[config.mk]
export PLATFORM = sky130hd
export DESIGN_NAME = spp_top
export DESIGN_NICKNAME = d
export VERILOG_FILES = /design/src/logic/spp_pkg.sv /design/src/logic/spp_top.sv
export VERILOG_INCLUDE_DIRS = /design/src /design/src/logic
export SDC_FILE = /design/constraint.sdc
export NUM_CORES = 1
export LEC_CHECK = 0
export BUFFER_PORTS_ARGS = -buffer_cell sky130_fd_sc_hd__buf_2
export CORE_ASPECT_RATIO = 1.25
export CORE_MARGIN = 1
export CORE_UTILIZATION = 40
export DETAILED_ROUTE_END_ITERATION = 6
export PLACE_DENSITY = 0.63
export SETUP_SLACK_MARGIN = 0.2
export SYNTH_ARGS = -nofsm -noshare
export SYNTH_HDL_FRONTEND = slang
export SYNTH_SLANG_ARGS = --single-unit
[constraint.sdc]
create_clock -name I_CORE_CLK -period 3.4 [get_ports I_CORE_CLK]
set_input_delay 0.34 -clock I_CORE_CLK [delete_from_list [all_inputs] [get_ports I_CORE_CLK]]
set_output_delay 0.34 -clock I_CORE_CLK [all_outputs]
set_load 0.01 [all_outputs]
[src/logic/spp_defs.svh]
// Purpose: constants of the serial peripheral port
// Assumes: 32-bit classic Wishbone, byte addresses
// Notes:   field positions are bit indexes in the low byte
// Overview of operation
// RULE1 - software sets select enable, drives select low, then loads the data register; the code drives select low itself while the master runs
// RULE2 - in master mode a data write starts shifting out and in together
// RULE3 - a finished word sets the complete flag until software clears it
// RULE4 - in slave mode each external clock pulse shifts one bit each way
// RULE5 - with the port disabled all four pins are released to shared use
// RULE6 - with select enable low the select line floats and is ignored
// RULE7 - enabled and idle, data in floats and data out stays high; a slave with select enable low drives the shifter's outgoing bit instead
// RULE8 - master holds the idle clock level set by the polarity bit
// RULE9 - slave leaves its clock pin floating and uses the external clock
// RULE10 - master always makes the clock, starting only after a data write
// RULE11 - a three-bit mode field picks master or slave and clock rate
// RULE12 - bit order must match on master and slave before enabling
// RULE13 - received bits gather internally, latched readable only when complete
// RULE14 - a data write during a transfer is blocked and sets collision flag
// RULE15 - hardware sets the collision flag, only software clears it
// RULE16 - software checks collision, polls complete, reads data, clears, repeats
// RULE17 - in slave mode software loads the word before the master selects
// RULE18 - the port uses clock, data in, data out and active-low select
// RULE19 - polarity bit high rests the clock low, low rests it high
// RULE20 - bit order one means msb first, zero means lsb first
// RULE21 - the complete flag can raise the serial port interrupt request
// RULE22 - each transfer moves one eight-bit word
`ifndef SPP_DEFS_SVH
`define SPP_DEFS_SVH

`define SPP_ADR_CTRL0    8'h00
`define SPP_ADR_CTRL1    8'h04
`define SPP_ADR_DATA     8'h08

`define SPP_C0_EN        1
`define SPP_C0_MODE_LO   5
`define SPP_C0_MODE_HI   7

`define SPP_C1_CPOL      5
`define SPP_C1_CEDGE     4
`define SPP_C1_MSB       3
`define SPP_C1_SELEN     2
`define SPP_C1_WCOL      1
`define SPP_C1_TRF       0

`define SPP_RST_CTRL0    8'h00
`define SPP_RST_CTRL1    8'h00
`define SPP_RST_DATA     8'h00

`define SPP_MODE_SLAVE   3'h5
// two-stage data-in sync needs three core cycles between drive and sample
`define SPP_HALF_BASE    10'h003
`define SPP_WORD_BITS    8

`endif

[src/logic/spp_pkg.sv]
// Purpose: types of the serial peripheral port
// Assumes: nothing
// Notes:   none
package spp_pkg;
	typedef logic [7:0] spp_byte_t;
	typedef enum logic { SPP_IDLE, SPP_RUN } spp_state_e;
endpackage : spp_pkg

[src/logic/spp_top.sv]
// Purpose: serial peripheral port, master or slave
// Assumes: link pins asynchronous to the core clock
// Notes:   slave clock must stay well below core/4
`timescale 1ns/1ns
`default_nettype none
`include "spp_defs.svh"
module spp_top
	import spp_pkg::*;
#(
	parameter int WORD_BITS = `SPP_WORD_BITS
) (
	// clock and reset
	input  wire logic        I_CORE_CLK,
	input  wire logic        I_RST,
	// wishbone slave
	input  wire logic        I_WB_CYC,
	input  wire logic        I_WB_STB,
	input  wire logic        I_WB_WE,
	input  wire logic [7:0]  I_WB_ADR,
	input  wire logic [3:0]  I_WB_SEL,
	input  wire logic [31:0] I_WB_DAT,
	output logic      [31:0] O_WB_DAT,
	output logic             O_WB_ACK,
	// serial clock pin
	input  wire logic        I_SCK,
	output logic             O_SCK,
	output logic             O_SCK_OE_N,
	// data pins
	input  wire logic        I_SDI,
	output logic             O_SDO,
	output logic             O_SDO_OE_N,
	// select pin, active low
	input  wire logic        I_SCS_N,
	output logic             O_SCS_N,
	output logic             O_SCS_OE_N,
	// pin ownership and request
	output logic             O_PORT_OWNS_PINS,
	output logic             O_XFER_DONE_IRQ
);

////////////////////////////////////////////////////////////////////////

function automatic logic out_bit(
	input logic [WORD_BITS-1:0] v,
	input logic                 msb
);
	out_bit = msb ? v[WORD_BITS-1] : v[0];
endfunction : out_bit

function automatic logic [WORD_BITS-1:0] shift_in(
	input logic [WORD_BITS-1:0] v,
	input logic                 msb,
	input logic                 b
);
	if (msb) begin
		shift_in = {v[WORD_BITS-2:0], b};
	end else begin
		shift_in = {b, v[WORD_BITS-1:1]};
	end
endfunction : shift_in

////////////////////////////////////////////////////////////////////////

logic [2:0]           mode;
logic                 port_en;
logic                 cpol;
logic                 cedge;
logic                 msb_first;
logic                 sel_en;
logic                 wcol;
logic                 trf;
logic [WORD_BITS-1:0] rx_data;
logic [WORD_BITS-1:0] sh;
logic                 sdo_q;
logic                 sck_q;
logic [9:0]           div_cnt;
logic [4:0]           edge_cnt;
logic [3:0]           bit_cnt;
logic                 s_busy;
spp_state_e           state;
logic                 sck_m;
logic                 sck_s;
logic                 sck_d;
logic                 sdi_m;
logic                 sdi_s;
logic                 scs_m;
logic                 scs_s;

logic                 is_master;
logic                 idle_lvl;
logic [9:0]           half;
logic                 m_run;
logic                 m_edge;
logic                 m_lead;
logic                 s_act;
logic                 s_edge;
logic                 s_lead;
logic                 edge_any;
logic                 lead;
logic                 sample;
logic                 drive;
logic                 m_done;
logic                 s_done;
logic                 done;
logic                 busy;
logic                 acc;
logic                 wr;
logic                 wr_c0;
logic                 wr_c1;
logic                 wr_data;
logic                 load;
logic [31:0]          next_rdat;

////////////////////////////////////////////////////////////////////////
// input synchronisers

always_ff @(posedge I_CORE_CLK) begin
	if (I_RST) begin
		sck_m <= 1'b0;
		sck_s <= 1'b0;
		sck_d <= 1'b0;
		sdi_m <= 1'b0;
		sdi_s <= 1'b0;
		scs_m <= 1'b1;
		scs_s <= 1'b1;
	end else begin
		sck_m <= I_SCK;
		sck_s <= sck_m;
		sck_d <= sck_s;
		sdi_m <= I_SDI;
		sdi_s <= sdi_m;
		scs_m <= I_SCS_N;
		scs_s <= scs_m;
	end
end

////////////////////////////////////////////////////////////////////////
// decode of controls

assign is_master = (mode != `SPP_MODE_SLAVE); // RULE11
assign idle_lvl  = ~cpol;                     // RULE19

// modes above the slave code reuse the slowest rate
always_comb begin
	if (mode > 3'h4) begin
		half = `SPP_HALF_BASE << 8;
	end else begin
		half = `SPP_HALF_BASE << {mode, 1'b0}; // RULE11
	end
end

assign m_run  = (state == SPP_RUN);
assign m_edge = m_run && (div_cnt == half - 10'h001);
assign m_lead = m_edge && (sck_q == idle_lvl);

// select ignored when its enable is low
assign s_act  = port_en && !is_master
	&& (!sel_en || !scs_s); // RULE6
assign s_edge = s_act && (sck_s != sck_d); // RULE9
assign s_lead = s_edge && (sck_d == idle_lvl);

assign edge_any = is_master ? m_edge : s_edge;
assign lead     = is_master ? m_lead : s_lead;
assign sample   = edge_any && (cedge ? !lead : lead);
assign drive    = edge_any && !sample;

assign m_done = m_edge
	&& (edge_cnt == 5'(2 * WORD_BITS - 1)); // RULE22
assign s_done = sample && !is_master
	&& (bit_cnt == 4'(WORD_BITS - 1)); // RULE4
assign done   = m_done || s_done;
assign busy   = m_run || s_busy;

////////////////////////////////////////////////////////////////////////
// wishbone access

assign acc     = I_WB_CYC && I_WB_STB;
assign wr      = acc && I_WB_WE && O_WB_ACK && I_WB_SEL[0];
assign wr_c0   = wr && (I_WB_ADR == `SPP_ADR_CTRL0);
assign wr_c1   = wr && (I_WB_ADR == `SPP_ADR_CTRL1);
assign wr_data = wr && (I_WB_ADR == `SPP_ADR_DATA);
assign load    = wr_data && !busy && port_en; // RULE14

always_ff @(posedge I_CORE_CLK) begin
	if (I_RST) begin
		O_WB_ACK <= 1'b0;
	end else begin
		O_WB_ACK <= acc && !O_WB_ACK;
	end
end

always_comb begin
	next_rdat = 32'h0000_0000;
	unique case (I_WB_ADR)
		`SPP_ADR_CTRL0: begin
			next_rdat[`SPP_C0_MODE_HI:`SPP_C0_MODE_LO] = mode;
			next_rdat[`SPP_C0_EN] = port_en;
		end
		`SPP_ADR_CTRL1: begin
			next_rdat[`SPP_C1_CPOL]  = cpol;
			next_rdat[`SPP_C1_CEDGE] = cedge;
			next_rdat[`SPP_C1_MSB]   = msb_first;
			next_rdat[`SPP_C1_SELEN] = sel_en;
			next_rdat[`SPP_C1_WCOL]  = wcol;
			next_rdat[`SPP_C1_TRF]   = trf;
		end
		`SPP_ADR_DATA: begin
			next_rdat[WORD_BITS-1:0] = rx_data; // RULE13
		end
		default: begin
			next_rdat = 32'h0000_0000;
		end
	endcase
end

always_ff @(posedge I_CORE_CLK) begin
	if (I_RST) begin
		O_WB_DAT <= 32'h0000_0000;
	end else if (acc && !O_WB_ACK) begin
		O_WB_DAT <= next_rdat;
	end
end

////////////////////////////////////////////////////////////////////////
// control registers

always_ff @(posedge I_CORE_CLK) begin
	if (I_RST) begin
		mode    <= 3'(`SPP_RST_CTRL0 >> `SPP_C0_MODE_LO);
		port_en <= 1'b0;
	end else if (wr_c0) begin
		mode    <= I_WB_DAT[`SPP_C0_MODE_HI:`SPP_C0_MODE_LO];
		port_en <= I_WB_DAT[`SPP_C0_EN];
	end
end

// bit order is software's to keep matched with the peer
always_ff @(posedge I_CORE_CLK) begin
	if (I_RST) begin
		cpol      <= 1'b0;
		cedge     <= 1'b0;
		msb_first <= 1'b0;
		sel_en    <= 1'b0;
	end else if (wr_c1) begin
		cpol      <= I_WB_DAT[`SPP_C1_CPOL];
		cedge     <= I_WB_DAT[`SPP_C1_CEDGE];
		msb_first <= I_WB_DAT[`SPP_C1_MSB]; // RULE20
		sel_en    <= I_WB_DAT[`SPP_C1_SELEN];
	end
end

// flags: writing zero clears, a same-cycle set wins
always_ff @(posedge I_CORE_CLK) begin
	if (I_RST) begin
		trf  <= 1'b0;
		wcol <= 1'b0;
	end else begin
		if (done) begin
			trf <= 1'b1; // RULE3
		end else if (wr_c1 && !I_WB_DAT[`SPP_C1_TRF]) begin
			trf <= 1'b0;
		end
		if (wr_data && busy) begin
			wcol <= 1'b1; // RULE14
		end else if (wr_c1 && !I_WB_DAT[`SPP_C1_WCOL]) begin
			wcol <= 1'b0; // RULE15
		end
	end
end

////////////////////////////////////////////////////////////////////////
// master sequencing

always_ff @(posedge I_CORE_CLK) begin
	if (I_RST) begin
		state <= SPP_IDLE;
	end else if (!port_en || !is_master) begin
		state <= SPP_IDLE;
	end else begin
		unique case (state)
			SPP_IDLE: begin
				if (load) begin
					state <= SPP_RUN; // RULE2 RULE10
				end
			end
			SPP_RUN: begin
				if (m_done) begin
					state <= SPP_IDLE;
				end
			end
		endcase
	end
end

always_ff @(posedge I_CORE_CLK) begin
	if (I_RST) begin
		div_cnt  <= 10'h000;
		edge_cnt <= 5'h00;
		sck_q    <= 1'b1;
	end else if (!m_run) begin
		div_cnt  <= 10'h000;
		edge_cnt <= 5'h00;
		sck_q    <= idle_lvl; // RULE8
	end else if (m_edge) begin
		div_cnt  <= 10'h000;
		edge_cnt <= edge_cnt + 5'h01;
		sck_q    <= ~sck_q; // RULE10
	end else begin
		div_cnt  <= div_cnt + 10'h001;
	end
end

////////////////////////////////////////////////////////////////////////
// slave progress

always_ff @(posedge I_CORE_CLK) begin
	if (I_RST) begin
		s_busy <= 1'b0;
	end else if (!s_act || s_done) begin
		s_busy <= 1'b0;
	end else if (s_edge) begin
		s_busy <= 1'b1;
	end
end

////////////////////////////////////////////////////////////////////////
// shifter, shared by both modes

always_ff @(posedge I_CORE_CLK) begin
	if (I_RST) begin
		bit_cnt <= 4'h0;
	end else if (load || (!is_master && !s_act) || done) begin
		bit_cnt <= 4'h0;
	end else if (sample) begin
		bit_cnt <= bit_cnt + 4'h1;
	end
end

always_ff @(posedge I_CORE_CLK) begin
	if (I_RST) begin
		sh <= WORD_BITS'(`SPP_RST_DATA);
	end else if (load) begin
		sh <= I_WB_DAT[WORD_BITS-1:0]; // RULE17
	end else if (sample) begin
		sh <= shift_in(sh, msb_first, sdi_s); // RULE2 RULE4
	end
end

// only a whole word reaches the readable register
always_ff @(posedge I_CORE_CLK) begin
	if (I_RST) begin
		rx_data <= WORD_BITS'(`SPP_RST_DATA);
	end else if (s_done) begin
		rx_data <= shift_in(sh, msb_first, sdi_s); // RULE13
	end else if (m_done) begin
		rx_data <= (sample) ? shift_in(sh, msb_first, sdi_s) : sh;
	end
end

// first bit must be valid before the first edge
always_ff @(posedge I_CORE_CLK) begin
	if (I_RST) begin
		sdo_q <= 1'b1;
	end else if (load) begin
		sdo_q <= out_bit(I_WB_DAT[WORD_BITS-1:0], msb_first);
	end else if (drive || !busy) begin
		sdo_q <= out_bit(sh, msb_first);
	end
end

////////////////////////////////////////////////////////////////////////
// pins: output enables are active low

assign O_PORT_OWNS_PINS = port_en; // RULE5 RULE18
assign O_SCK            = sck_q;
assign O_SCK_OE_N       = !(port_en && is_master); // RULE9
assign O_SDO            = (m_run || s_act) ? sdo_q : 1'b1; // RULE7
assign O_SDO_OE_N       = !port_en; // RULE5
assign O_SCS_N          = !m_run; // RULE1
assign O_SCS_OE_N       = !(port_en && is_master && sel_en); // RULE6
assign O_XFER_DONE_IRQ  = trf; // RULE21

endmodule : spp_top
`default_nettype wire

=== After elaboration in Yosys (flattened, before gate mapping) ===
Cells that the tools add are included.

* Register bits after elaboration: 65
* Input port bits: 52
* Word-level logic and storage cells: 133
* Output and inout bits: 41

* Reductions and logical operators: 60
* Order comparisons: 1
* Equal/unequal tests: 10
* Bitwise logic cells: 3
* Muxes and demuxes: 28
* Shifts and indexed selects: 1
* Add/sub/neg operators: 4

{| class="wikitable"
|+ Operators with widths
! operator !! number
|-
| $mux W8 || 5
|-
| $logic_and A1 B1 Y1 || 27
|-
| $mux W1 || 16
|-
| $logic_not A1 Y1 || 14
|-
| $add A10 B1 Y10 const B || 1
|-
| $eq A10 B10 Y1 || 1
|-
| $mux W10 || 1
|-
| $shl A2 B4 Y10 const A || 1
|-
| $sub A10 B1 Y10 const B || 1
|-
| $logic_or A1 B1 Y1 || 9
|-
| $eq A8 B3 Y1 const B || 1
|-
| $eq A8 B4 Y1 const B || 1
|-
| $logic_not A8 Y1 || 1
|-
| $reduce_bool A2 Y1 || 4
|-
| $reduce_or A2 Y1 || 4
|-
| $pmux W1 S3 || 2
|-
| $pmux W3 S2 || 1
|-
| $add A5 B1 Y5 const B || 1
|-
| $eq A5 B4 Y1 const B || 1
|-
| $add A4 B1 Y4 const B || 1
|-
| $eq A4 B3 Y1 const B || 1
|-
| $pmux W1 S2 || 2
|-
| $pmux W2 S2 || 1
|-
| $gt A3 B3 Y1 const B || 1
|-
| other kinds (6) || 9
|}

=== Longest topological paths before layout ===
Gate-level depths: netlist of run 1.

* Depth in word-level cells: 15
* Gate-level depth with buffers: 15
* Depth with buffers taken out: 12

=== Worst setup path after synthesis of run 1 ===
Ideal clock, no wire load.

* Path type: flip-flop to flip-flop
* Start point: register mode[1]
* End point: register sh[7]
* Required time: 3.268 ns
* Stages on the path, launching flop included: 14
* Data arrival time: 2.652 ns
* Setup time: 0.132 ns
* Slack: 0.616 ns
* Period minus slack after synthesis: 2.784 ns
* Buffers on the path: 4
* Cells stage by stage: dfxtp_1 > buf_2 > or3_1 > ha_1 > buf_2 > nor3_1 > nor4_1 > nor4_4 > mux2i_1 > a21boi_2 > buf_6 > buf_6 > o211ai_1 > a21oi_1

* Word-level cells in the longest chain between the ends: 12
* Elaborated cells on any way between the ends: 20
* Those cells by class: add/sub: 1; order compare: 1; eq/ne: 2; shift: 1; mux: 6; reduce/logical: 9

{| class="wikitable"
|+ RTL lines
! element !! RTL line !! text
|-
| from (decl) || spp_top.sv:64 || <nowiki>logic [2:0] mode;</nowiki>
|-
| from (signal assigned) || spp_top.sv:229 || <nowiki>mode <= 3'(`SPP_RST_CTRL0 >> `SPP_C0_MODE_LO);</nowiki>
|-
| from (signal assigned) || spp_top.sv:232 || <nowiki>mode <= I_WB_DAT[`SPP_C0_MODE_HI:`SPP_C0_MODE_LO];</nowiki>
|-
| $gt A3 B3 Y1, or another cell as far along || spp_top.sv:145 || <nowiki>if (mode > 3'h4) begin</nowiki>
|-
| $mux W10 or $logic_not A1 Y1 (tied branches) || spp_top.sv:145, spp_top.sv:157 ||
|-
| $sub A10 B1 Y10 or $logic_and A1 B1 Y1 (tied branches) || spp_top.sv:153, spp_top.sv:157 ||
|-
| $eq A10 B10 Y1 or $logic_and A1 B1 Y1 (tied branches) || spp_top.sv:153, spp_top.sv:158 ||
|-
| $logic_and A1 B1 Y1 (on tied branches) || spp_top.sv:153, spp_top.sv:159 ||
|-
| $logic_and A1 B1 Y1 (on tied branches) || spp_top.sv:154, spp_top.sv:160 ||
|-
| $mux W1 || spp_top.sv:163 || <nowiki>assign lead = is_master ? m_lead : s_lead;</nowiki>
|-
| $logic_not A1 Y1 || spp_top.sv:164 || <nowiki>assign sample = edge_any && (cedge ? !lead : lead);</nowiki>
|-
| $mux W1 || spp_top.sv:164 ||
|-
| $logic_and A1 B1 Y1 (*) || spp_top.sv:164 ||
|-
| $mux W8 (*) (2 in a row) || n/a ||
|-
| to (signal assigned) || spp_top.sv:341 || <nowiki>sh <= WORD_BITS'(`SPP_RST_DATA);</nowiki>
|-
| to (signal assigned) || spp_top.sv:343 || <nowiki>sh <= I_WB_DAT[WORD_BITS-1:0];</nowiki>
|-
| to (signal assigned) || spp_top.sv:345 || <nowiki>sh <= shift_in(sh, msb_first, sdi_s);</nowiki>
|-
| to (decl) || spp_top.sv:73 || <nowiki>logic [WORD_BITS-1:0] sh;</nowiki>
|}

Every way passes the cells marked *; elsewhere a longest branch is shown, timed or not.
A chain may end at the register's enable or synchronous reset.

=== Worst setup path in the final report of run 1 ===
* Start point: register mode[1]
* End point: register bit_cnt[2]

* Word-level cells in the longest chain between the ends: 15
* Elaborated cells on any way between the ends: 27
* Those cells by class: add/sub: 1; order compare: 1; eq/ne: 2; shift: 1; mux: 4; reduce/logical: 18

{| class="wikitable"
|+ RTL lines
! element !! RTL line !! text
|-
| $gt A3 B3 Y1, or another cell as far along || spp_top.sv:145 ||
|-
| $mux W10 or $logic_not A1 Y1 (tied branches) || n/a ||
|-
| $sub A10 B1 Y10 or $logic_and A1 B1 Y1 (tied branches) || spp_top.sv:153, spp_top.sv:157 ||
|-
| $eq A10 B10 Y1 or $logic_and A1 B1 Y1 (tied branches) || spp_top.sv:153, spp_top.sv:158 ||
|-
| $logic_and A1 B1 Y1 (on tied branches) || spp_top.sv:153, spp_top.sv:159 ||
|-
| $logic_and A1 B1 Y1 (on tied branches) || spp_top.sv:154, spp_top.sv:160 ||
|-
| $mux W1 || spp_top.sv:163 ||
|-
| $logic_not A1 Y1 || spp_top.sv:164 ||
|-
| $mux W1 || spp_top.sv:164 ||
|-
| $logic_and A1 B1 Y1 || spp_top.sv:164 ||
|-
| $logic_and A1 B1 Y1 || spp_top.sv:169 || <nowiki>assign s_done = sample && !is_master</nowiki>
|-
| $logic_and A1 B1 Y1 || spp_top.sv:170 || <nowiki>&& (bit_cnt == 4'(WORD_BITS - 1));</nowiki>
|-
| $logic_or A1 B1 Y1 || spp_top.sv:171 || <nowiki>assign done = m_done || s_done;</nowiki>
|-
| $logic_or A1 B1 Y1 || spp_top.sv:332 || <nowiki>end else if (load || (!is_master && !s_act) || done) begin</nowiki>
|-
| $reduce_or A2 Y1 (no line) || n/a ||
|-
| to (signal assigned) || spp_top.sv:335 || <nowiki>bit_cnt <= bit_cnt + 4'h1;</nowiki>
|-
| to (decl) || spp_top.sv:78 || <nowiki>logic [3:0] bit_cnt;</nowiki>
|}

Parallel ways exist; a longest one is shown, timed or not.

==> metrics.md, run 1 <==
| Metric | Value |
|---|---|
| Setup_tns | 0 ps |
| CP max stage delay | 430 ps |
| Cell accounting for the most synthesized area | dfxtp_1 |
| Drt first pass iters | 5 |
| CTS tree | yes |
| Overflow after GRT | 0 |
| Rel. slew slack | 0.397 |
| Initial DRC count | 129 |
| Max Clock Skew | 7.61 ps |
| Post-synthesis cell count | 409 |
| Share of layout cells above drive strength 1 | 0.209 |
| TritonCTS Sinks | 65 |
| CP required | 3620 ps |
| EDFF count, synth | 0 |
| Most common cell in the synthesized netlist | dfxtp_1 |
| Most frequent cells after synthesis | dfxtp_1 (65), nor2_1 (44), nand2_1 (29), buf_4 (24), mux2i_1 (24) |
| Max Cap Viol | 0 |
| Register area | 0.00131 mm2 |
| Post-route clock period utilization | 0.910 |
| Ys async rst share | 0 |
| Die height | 106 um |
| Share of the synthesized area in the top cell type | 0.375 |
| CP cell instances | or3_4 > ha_4 > xor2_1 > o2bb2ai_1 > a21oi_1 > nor4_4 > buf_4 > buf_12 > mux2i_4 > a21boi_4 > nand2_4 > o2111ai_1 > nor2_1 |
| Final HPWL DP | 5.65 mm |
| Die Wd | 85.3 um |
| WL/cell | 14.7 um |
| Worst path arrival time | 3310 ps |
| Worst hold path class | input pin to flip-flop |
| Largest net degree at the start of global routing | 51 |
| Crit end category | flip-flop |
| Slowest stage cell, crit path | or3_4 |
| Tightest Pin Transition | 904 ps |
| Syn Area/Cell | 8.49 um2 |
| Layout fillers | 802 |
| RSZ-0062 raised after global routing | yes |
| Crit path max fanout | 11 |
| I/O Buffers | 41 |
| Netlist cell types | 51 |
| Ports | 93 |
| Fin crit period | 3090 ps |
| Multi-input logic area | 0.00197 mm2 |
| Starting Density | 0.417 |
| Average via count per standard cell | 5.33 |
| First-pass GRT wire length | 12.8 mm |
| Via Count | 2917 |
| Skew-Pair Late Insertion Delay | 350 ps |
| GRT Total Usage | 0.180 |
| Slew Viols, Final | 0 |
| Fmax | 323 MHz |
| Max VDD drop | 0.000167 V |
| Initial antenna violation count | 0 |
| Pwr Density | 380 mW/mm2 |
| Fin nets | 503 |
| Leading post-synthesis cells by cell area | dfxtp_1 (37%), mux2i_1 (6.9%), buf_4 (5.2%) |
| Critical setup path kind | flip-flop to flip-flop |
| Mapped Area | 0.00347 mm2 |
| Row count | 37 |
| Routed Antenna Nets | 0 |
| Clock-pin slew on the worst setup and hold paths | 70 ps |
| Area of the die | 0.00906 mm2 |
| Seq/Total Area, Yosys | 0.375 |
| Number of antenna repair diodes | 0 |
| Placed instance area | 0.00361 mm2 |
| Status | complete, no violations |
| # setup viols final | 0 |
| #FFs+latches synth | 65 |
| CTS H-Tree Depth | 3 |
| CTS buffer count | 9 |
| Vias in the first global route | 2668 |
| Top_reg_cell synth | dfxtp_1 |
| Root buffer cell | clkbuf_8 |
| GPL Wtd Cong | 0.836 |
| Leakage Power | 1.49 nW |
| Clock Tree Buf Depth | 2 |
| CORE AREA | 0.00833 mm2 |
| Final Hold Fails | 0 |
| Area Growth Syn to Fin | 15.5% |
| DR DRC count | 0 |
| Routed WL | 8.03 mm |
| CP Launch Type | flip-flop |
| Fin area | 0.00401 mm2 |
| Hold_buf cts | 0 |
| Yosys warning total | 0 |
-- placed cells by master, fill, tap and decap left out, types with 5 or more instances in the layout --
cell	count
a31oi_1	11
nand3_1	10
inv_1	8
buf_2	41
o21ai_1	8
mux2i_1	23
clkbuf_8	12
nor3_1	8
conb_1	24
nor2b_1	9
or2_2	6
buf_4	7
o21ai_0	15
ha_1	5
o211ai_1	9
dfxtp_1	62
nor4_1	12
a22oi_1	7
xor2_1	15
a21oi_1	20
nor2_1	44
nand2_1	29
xnor2_1	7
-- state kept, by name, summed over array words and instances (netlist names), 3 cells and up --
| register | flops |
|---|---|
| rx_data | 8 |
| div_cnt | 10 |
| bit_cnt | 4 |
| mode | 3 |
| edge_cnt | 5 |
| sh | 8 |
| O_WB_DAT | 8 |
-- path summary, 6_finish.rpt --
check          start         end  slack [ps]  depth (start not counted)
min          I_SCS_N       scs_m         180                          2
min reg2reg    scs_m       scs_s         410                          1
max reg2reg  mode[1]  bit_cnt[2]         310                         13
max          mode[1]  bit_cnt[2]         310                         13
-- cells by family (layout without fill, tap and decap cells) --
logic type / count (synthesis) / after routing / synth area share
other: 1 / 24 / 0.00108
flip-flops: 65 / 65 / 0.375
AO/OA/AOI/OAI: 83 / 83 / 0.148
adder cells (fa/ha/maj): 6 / 6 / 0.0216
buffers and inverters: 59 / 77 / 0.101
multiplexers: 25 / 25 / 0.0757
AND/OR/NAND/NOR: 147 / 147 / 0.217
XOR/XNOR: 23 / 23 / 0.0602
-- critical path, delay by kind of cell, from the launching register on --
family,cells,cell delay [ps]
AO/OA/AOI/OAI,4,990
AND/OR/NAND/NOR,4,740
flip-flops,1,380
buffers and inverters,2,280
adder cells (fa/ha/maj),1,210
multiplexers,1,190
XOR/XNOR,1,160
-- routing by layer --
| layer | global-route usage | up-vias | routed length (um) | share of wire |
|---|---|---|---|---|
| li1 | - | 1461 | - | - |
| met1 | 0.224 | 1374 | 3600 | 0.45 |
| met2 | 0.301 | 73 | 3980 | 0.50 |
| met3 | 0.0450 | 9 | 353 | 0.044 |
| met4 | 0.0655 | 0 | 95 | 0.012 |
| met5 | 0 | - | 0 | 0 |
-- power by group --
group	leakage, nW	internal (mW)	total [mW]	switching [mW]
clock network	0.105	0.397	0.696	0.299
logic	0.855	0.0181	0.0592	0.0411
registers	0.527	0.764	0.766	0.00239
total	1.49	1.18	1.52	0.342
-- stage by stage --
step	hold slack (ps)	power, mW	utilization	instances	worst slack [ps]
5_1_grt	171	1.58	0.481	547	188
2_1_floorplan	389	0.841	-	432	616
3_3_place_gp	396	0.844	0.433	525	234
4_1_cts	160	1.54	0.460	541	278
6_report	177	1.52	0.481	547	305
3_5_place_dp	404	0.845	0.433	525	179
-- layout make-up --
| type | count | share of cell area |
|---|---|---|
| multi-input combinational | 308 | 0.492 |
| sequential | 65 | 0.327 |
| timing repair buffer | 53 | 0.0896 |
| clock buffer | 12 | 0.0412 |
| tap | 97 | 0.0303 |
| clock inverter | 4 | 0.0125 |
| inverter | 8 | 0.00749 |
-- timing repair --
action                     in CTS  in global routing
pin swaps                       0                  3
resized for setup               2                 18
setup buffers                   0                  4
gates cloned                    0                  2
setup endpoints to repair       8                 20
Note: power is estimated with default switching activity, not from simulation.
==> run 2, diff against run 1 <==
--- a/config.mk
+++ b/config.mk
@@ -11,8 +11,10 @@
 export CORE_MARGIN = 1
 export CORE_UTILIZATION = 40
 export DETAILED_ROUTE_END_ITERATION = 6
+export GPL_TIMING_DRIVEN = 0
 export PLACE_DENSITY = 0.63
 export SETUP_SLACK_MARGIN = 0.2
+export SLEW_MARGIN = 20
 export SYNTH_ARGS = -nofsm -noshare
 export SYNTH_HDL_FRONTEND = slang
 export SYNTH_SLANG_ARGS = --single-unit
==> run 2 against run 1 <==
  * First-iteration DRC count is 50% higher
  * Die area did not move
  * Sequential cell count unchanged
  * Cell area grew 5.6%
  * Utilization rose by 2.7 points
  * Sequential share of layout area is 1.9 points lower
  * Maximum frequency rose by 0.82%
  * Hold slack gained 4.5 ps
  * Largest cell class unchanged
  * Highest routed layer unchanged
==> metrics.md, run 2 (synthesized netlist as in run 1, its figures left out) <==
| Metric | Value |
|---|---|
| Status | complete, no violations |
| Rel. slew slack | 0.551 (+0.154) |
| GPL Wtd Cong | 0.837 (about the same) |
| Max Clock Skew | 9.73 ps (+2.12 ps) |
| Drt first pass iters | 4 (-1) |
| Final Hold Fails | 0 (unchanged) |
| Max VDD drop | 0.000177 V (+5.8%) |
| CP Launch Type | flip-flop |
| CTS buffer count | 9 (unchanged) |
| Max Cap Viol | 0 (unchanged) |
| Worst path arrival time | 3340 ps (+30 ps) |
| # setup viols final | 0 (unchanged) |
| Final HPWL DP | 6.15 mm (+8.7%) |
| Share of layout cells above drive strength 1 | 0.254 (+0.0447) |
| Critical setup path kind | flip-flop to flip-flop |
| Starting Density | 0.417 (unchanged) |
| DR DRC count | 0 (unchanged) |
| Largest reg by FF count | div_cnt |
| Slew Viols, Final | 0 (unchanged) |
| CTS H-Tree Depth | 3 (unchanged) |
| Layout fillers | 826 (+3.0%) |
| Register area | 0.00130 mm2 (-0.48%) |
| Average via count per standard cell | 5.16 (-3.3%) |
| Hold_buf cts | 0 (unchanged) |
| Hold EP | scs_m |
| First-pass GRT wire length | 13.9 mm (+8.5%) |
| Placed insts | 569 (+8.4%) |
| R2R Setup Slk | 330 ps (+30 ps) |
| Skew-Pair Late Insertion Delay | 340 ps (about the same) |
| Worst Hold Depth | 2 (unchanged) |
| R2r endpoint | rx_data[4] |
| Overflow after GRT | 0 (unchanged) |
| TritonCTS Sinks | 65 (unchanged) |
| WL/cell | 14.5 um (-1.3%) |
| Worst hold path class | input pin to flip-flop |
| Area of the die | 0.00906 mm2 (unchanged) |
| Setup_tns | 0 ps (unchanged) |
| Row count | 37 (unchanged) |
| Ports | 93 (unchanged) |
| Initial antenna violation count | 0 (unchanged) |
| CP required | 3670 ps (+50 ps) |
| Pwr Density | 352 mW/mm2 (-7.2%) |
| Most common cell after layout, fill and taps aside | dfxtp_1 |
| Vias in the first global route | 2852 (+6.9%) |
| Clock Tree Buf Depth | 2 (unchanged) |
| Multi-input logic area | 0.00200 mm2 (+1.2%) |
| Root buffer cell | clkbuf_8 |
| Worst hold margin | 181 ps (+4.48 ps) |
| I/O Buffers | 40 (-2.4%) |
| Pwr Total | 1.49 mW (-2.0%) |
| Post-route clock period utilization | 0.903 (-0.00742) |
| Die height | 106 um (unchanged) |
| Fin crit period | 3070 ps (-25.2 ps) |
| Worst reg-to-reg path cell count | 16 (+3) |
| Crit path max fanout | 8 (-3) |
| Tightest Pin Transition | 674 ps (-231 ps) |
| Max FFs per register | 10 (unchanged) |
| GRT Total Usage | 0.195 (+0.0153) |
| Largest net degree at the start of global routing | 11 (-78%) |
| Via Count | 3043 (+4.3%) |
| Most frequent cells in the layout | dfxtp_1 (63), nor2_1 (44), buf_2 (43) |
| Fmax | 326 MHz (+0.82%) |
| RSZ-0062 raised after global routing | yes |
| Post-layout instance count excluding filler cells | 590 (+7.9%) |
| Area Growth Syn to Fin | 21.9% |
| Initial DRC count | 194 (+50%) |
| Routed Antenna Nets | 0 (unchanged) |
| CTS tree | yes |
| CORE AREA | 0.00833 mm2 (unchanged) |
| Die Wd | 85.3 um (unchanged) |
| Fin nets | 548 (+8.9%) |
| Number of antenna repair diodes | 0 (unchanged) |
| Hold Startpoint | I_SCS_N |
| Crit end category | flip-flop |
| Leakage Power | 1.64 nW (+11%) |
| Crit Reg-Reg Startpoint | mode[0] |
| Routed WL | 8.55 mm (+6.5%) |
| Clock-pin slew on the worst setup and hold paths | 70 ps (about the same) |
[run 2: cell count changes in the layout (fill, tap and decap cells not counted), sizes merged]
cell,before,now
buf,51,83
clkbuf,14,25
clkinv,1,3
clkinvlp,2,0
[run 2: worst max path at each step]
stage	from	endpoint	cells after the start
finish	mode[0]	rx_data[4]	16
global route	mode[0]	rx_data[4]	16
CTS	mode[1]	bit_cnt[2]	14
detailed placement	mode[1]	bit_cnt[2]	13
global placement	mode[1]	bit_cnt[0]	13
floorplan	mode[1]	sh[7]	13
[run 2: through the flow]
step,setup slack (ps),instance area (um2),utilization
floorplan,616,3560,-
global placement,209,3880,0.465
detailed placement,141,3880,0.465
CTS,243,4070,0.488
global route,174,4230,0.508
finish,330,4230,0.508
[run 2: area by class of cell]
class / instances / area share
timing repair buffer: 47 / 0.0606
clock buffer: 10 / 0.0325
tap: 97 / 0.0287
inverter: 8 / 0.00710
sequential: 65 / 0.308
clock inverter: 4 / 0.0106
buffer: 51 / 0.0807
multi-input combinational: 308 / 0.472
[run 2: routing by layer]
layer	routed length (um)	global-route usage	vias up
li1	-	-	1544
met1	3770	0.239	1418
met2	4320	0.331	75
met3	375	0.0342	6
met4	82	0.0929	0
met5	0	0	-
[run 2: what timing repair did]
action	in CTS	in global routing
gates cloned	0	1
endpoints found under the setup margin	4	23
setup buffers	0	6
gates resized for setup	1	29
pin swaps	0	6
[run 2: power by group]
group / total, mW / switching (mW) / leakage (nW) / internal (mW)
Clock: 0.639 / 0.292 / 0.0978 / 0.347
Sequential: 0.768 / 0.00232 / 0.526 / 0.766
Combinational: 0.0844 / 0.0473 / 1.02 / 0.0372
[run 2: critical path: stages (launching register included)]
cell and delay, ps:
dfxtp_2 320, buf_6 100, inv_2 40, or3_4 400, ha_4 170, buf_6 130, xor2_2 150, o2bb2ai_2 140
a21oi_2 90, nor4_4 340, mux2i_2 160, buf_4 160, a21bo_4 210, buf_6 130, nor4_1 310, a31oi_1 80
o21ai_1 80
==> run 3, diff against run 2 <==
--- a/config.mk
+++ b/config.mk
@@ -13,6 +13,7 @@
 export DETAILED_ROUTE_END_ITERATION = 6
 export GPL_TIMING_DRIVEN = 0
 export PLACE_DENSITY = 0.63
+export RECOVER_POWER = 25
 export SETUP_SLACK_MARGIN = 0.2
 export SLEW_MARGIN = 20
 export SYNTH_ARGS = -nofsm -noshare
==> run 3 against run 2 <==
  * First-iteration DRC count is 3.1% lower
  * Clock skew about the same
  * Sequential cell count did not move
  * Largest power group unchanged
  * Clock power hardly changed
  * Setup slack worse by 2.3 ps
  * Total power rose by 0.12%
  * Critical endpoint unchanged
  * Final cell count unchanged
  * Register-to-register slack about the same
==> metrics.md, run 3 (synthesized netlist as in run 1, its figures left out) <==
| Metric | Value |
|---|---|
| Skew-Pair Late Insertion Delay | 340 ps (about the same) |
| I/O Buffers | 40 (unchanged) |
| Worst hold path class | input pin to flip-flop |
| Number of antenna repair diodes | 0 (unchanged) |
| Fin area | 0.00422 mm2 (-0.38%) |
| Max Cap Viol | 0 (unchanged) |
| Ports | 93 (unchanged) |
| TritonCTS Sinks | 65 (unchanged) |
| Setup_tns | 0 ps (unchanged) |
| First-pass GRT wire length | 13.9 mm (unchanged) |
| Placed instance area | 0.00388 mm2 (unchanged) |
| CORE AREA | 0.00833 mm2 (unchanged) |
| Worst Path Buf+Inv | 5 (unchanged) |
| Most frequent cells in the layout | dfxtp_1 (63), nor2_1 (44), buf_2 (30), buf_4 (30), nand2_1 (29) |
| Metal1 wirelength | 3.80 mm (+0.85%) |
| Leakage Power | 1.59 nW (-3.2%) |
| Clock Tree Buf Depth | 2 (unchanged) |
| Area of the die | 0.00906 mm2 (unchanged) |
| Root buffer cell | clkbuf_8 |
| CTS tree | yes |
| Max Clock Skew | 9.52 ps (-0.205 ps) |
| Register area | 0.00130 mm2 (unchanged) |
| CP cell instances | buf_6 > inv_2 > or3_4 > ha_4 > buf_6 > xor2_2 > o2bb2ai_2 > a21oi_2 > nor4_4 > mux2i_2 > buf_4 > a21bo_4 > buf_6 > nor4_1 > a31oi_1 > o21ai_1 |
| Routed wl met3 | 348 um (-7.2%) |
| Initial antenna violation count | 0 (unchanged) |
| Fmax | 326 MHz (about the same) |
| Fin crit period | 3070 ps (+2.27 ps) |
| Slowest stage cell, crit path | or3_4 |
| CTS buffer count | 9 (unchanged) |
| Critical setup path kind | flip-flop to flip-flop |
| Most frequent CP cell | buf_6 |
| Area Growth Syn to Fin | 21.4% |
| # setup viols final | 0 (unchanged) |
| CP Launch Type | flip-flop |
| Die Wd | 85.3 um (unchanged) |
| Starting Density | 0.417 (unchanged) |
| Largest reg by FF count | div_cnt |
| Die height | 106 um (unchanged) |
| Routed Antenna Nets | 0 (unchanged) |
| Vias in the first global route | 2852 (unchanged) |
| Crit end category | flip-flop |
| WL/cell | 14.5 um (about the same) |
| Multi-input logic area | 0.00200 mm2 (unchanged) |
| Routed wl met2 | 4.30 mm (-0.53%) |
| Largest net degree at the start of global routing | 11 (unchanged) |
| Share of layout cells above drive strength 1 | 0.227 (-0.0264) |
| Clk pwr share | 0.429 (about the same) |
| Dpl ws | 141 ps (unchanged) |
| Pwr Density | 354 mW/mm2 (+0.50%) |
| GRT Total Usage | 0.195 (unchanged) |
| Status | complete, no violations |
| DR DRC count | 0 (unchanged) |
| Final HPWL DP | 6.15 mm (unchanged) |
| Average via count per standard cell | 5.17 (+0.20%) |
| Via Count | 3049 (+0.20%) |
| Sw power | 0.344 mW (+0.61%) |
| CP required | 3680 ps (about the same) |
| Most common cell after layout, fill and taps aside | dfxtp_1 |
| RSZ-0062 raised after global routing | yes |
| Rel. slew slack | 0.542 (-0.00920) |
| Sw Ratio | 0.230 (+0.00114) |
| Int Power | 1.15 mW (about the same) |
| Clock-pin slew on the worst setup and hold paths | 70 ps (about the same) |
| CTS H-Tree Depth | 3 (unchanged) |
| Fin nets | 548 (unchanged) |
| Slew Viols, Final | 0 (unchanged) |
| Tightest Pin Transition | 687 ps (+13.8 ps) |
| Final worst setup slack | 328 ps (-2.27 ps) |
| Drt first pass iters | 4 (unchanged) |
| CP delay by family, top | simple AND/OR/NAND/NOR gates |
| Routed WL | 8.56 mm (about the same) |
| Overflow after GRT | 0 (unchanged) |
| CP max stage delay | 400 ps (about the same) |
| Max VDD drop | 0.000179 V (+1.3%) |
| Post-route clock period utilization | 0.904 (about the same) |
| Row count | 37 (unchanged) |
| Crit path max fanout | 8 (unchanged) |
| Worst path arrival time | 3350 ps (about the same) |
| Final Hold Fails | 0 (unchanged) |
| Max Used Layer | met4 |
| Logic gate share of total power | 0.057 (about the same) |
| GPL Wtd Cong | 0.837 (unchanged) |
| Seq pwr share | 0.514 (about the same) |
| Layout fillers | 832 (+0.73%) |
| Initial DRC count | 188 (-3.1%) |
| Max FFs per register | 10 (unchanged) |
run 3: changes by cell type in the layout (fill, tap and decap cells not counted), sizes merged:
cell,before,now
clkbuf,25,39
buf,83,69
run 3: routing by layer:
layer / vias to the layer above / GRT usage
met5: - / 0
met4: 0 / 0.0929
met3: 13 / 0.0342
met2: 73 / 0.331
met1: 1420 / 0.239
li1: 1543 / -
run 3: cell type report:
class,count,area share
multi-input combinational,308,0.473
sequential,65,0.309
buffer,51,0.0810
timing repair buffer,47,0.0570
clock buffer,10,0.0327
tap,97,0.0288
clock inverter,4,0.0107
inverter,8,0.00712
run 3: worst paths after layout:
| path | slack (ps) | from | to | cells after the start |
|---|---|---|---|---|
| setup / recovery | 330 | mode[0] | rx_data[4] | 16 |
| hold / removal | 180 | I_SCS_N | scs_m | 2 |
| setup reg to reg | 330 | mode[0] | rx_data[4] | 16 |
| hold reg to reg | 420 | scs_m | scs_s | 1 |
run 3: power groups by stage:
stage / clock (mW) / combinational (mW) / sequential (mW)
floorplan: 0 / 0.0566 / 0.785
global placement: 0 / 0.0822 / 0.785
detailed placement: 0 / 0.0825 / 0.786
CTS: 0.656 / 0.0830 / 0.768
global route: 0.690 / 0.0927 / 0.768
finish: 0.641 / 0.0844 / 0.768
run 3: what timing repair did:
item / in CTS / in global routing
endpoints found under the setup margin: 4 / 23
pin swaps: 0 / 6
hold buffers: 0 / 0
setup buffers: 0 / 6
gates cloned: 0 / 1
resized for setup: 1 / 29
run 3: through the flow:
step / util / power (mW) / instances / hold WS (ps)
finish: 0.506 / 1.49 / 590 / 179
global route: 0.506 / 1.55 / 590 / 173
global placement: 0.465 / 0.868 / 569 / 398
detailed placement: 0.465 / 0.868 / 569 / 404
CTS: 0.488 / 1.51 / 583 / 167
floorplan: - / 0.841 / 432 / 389
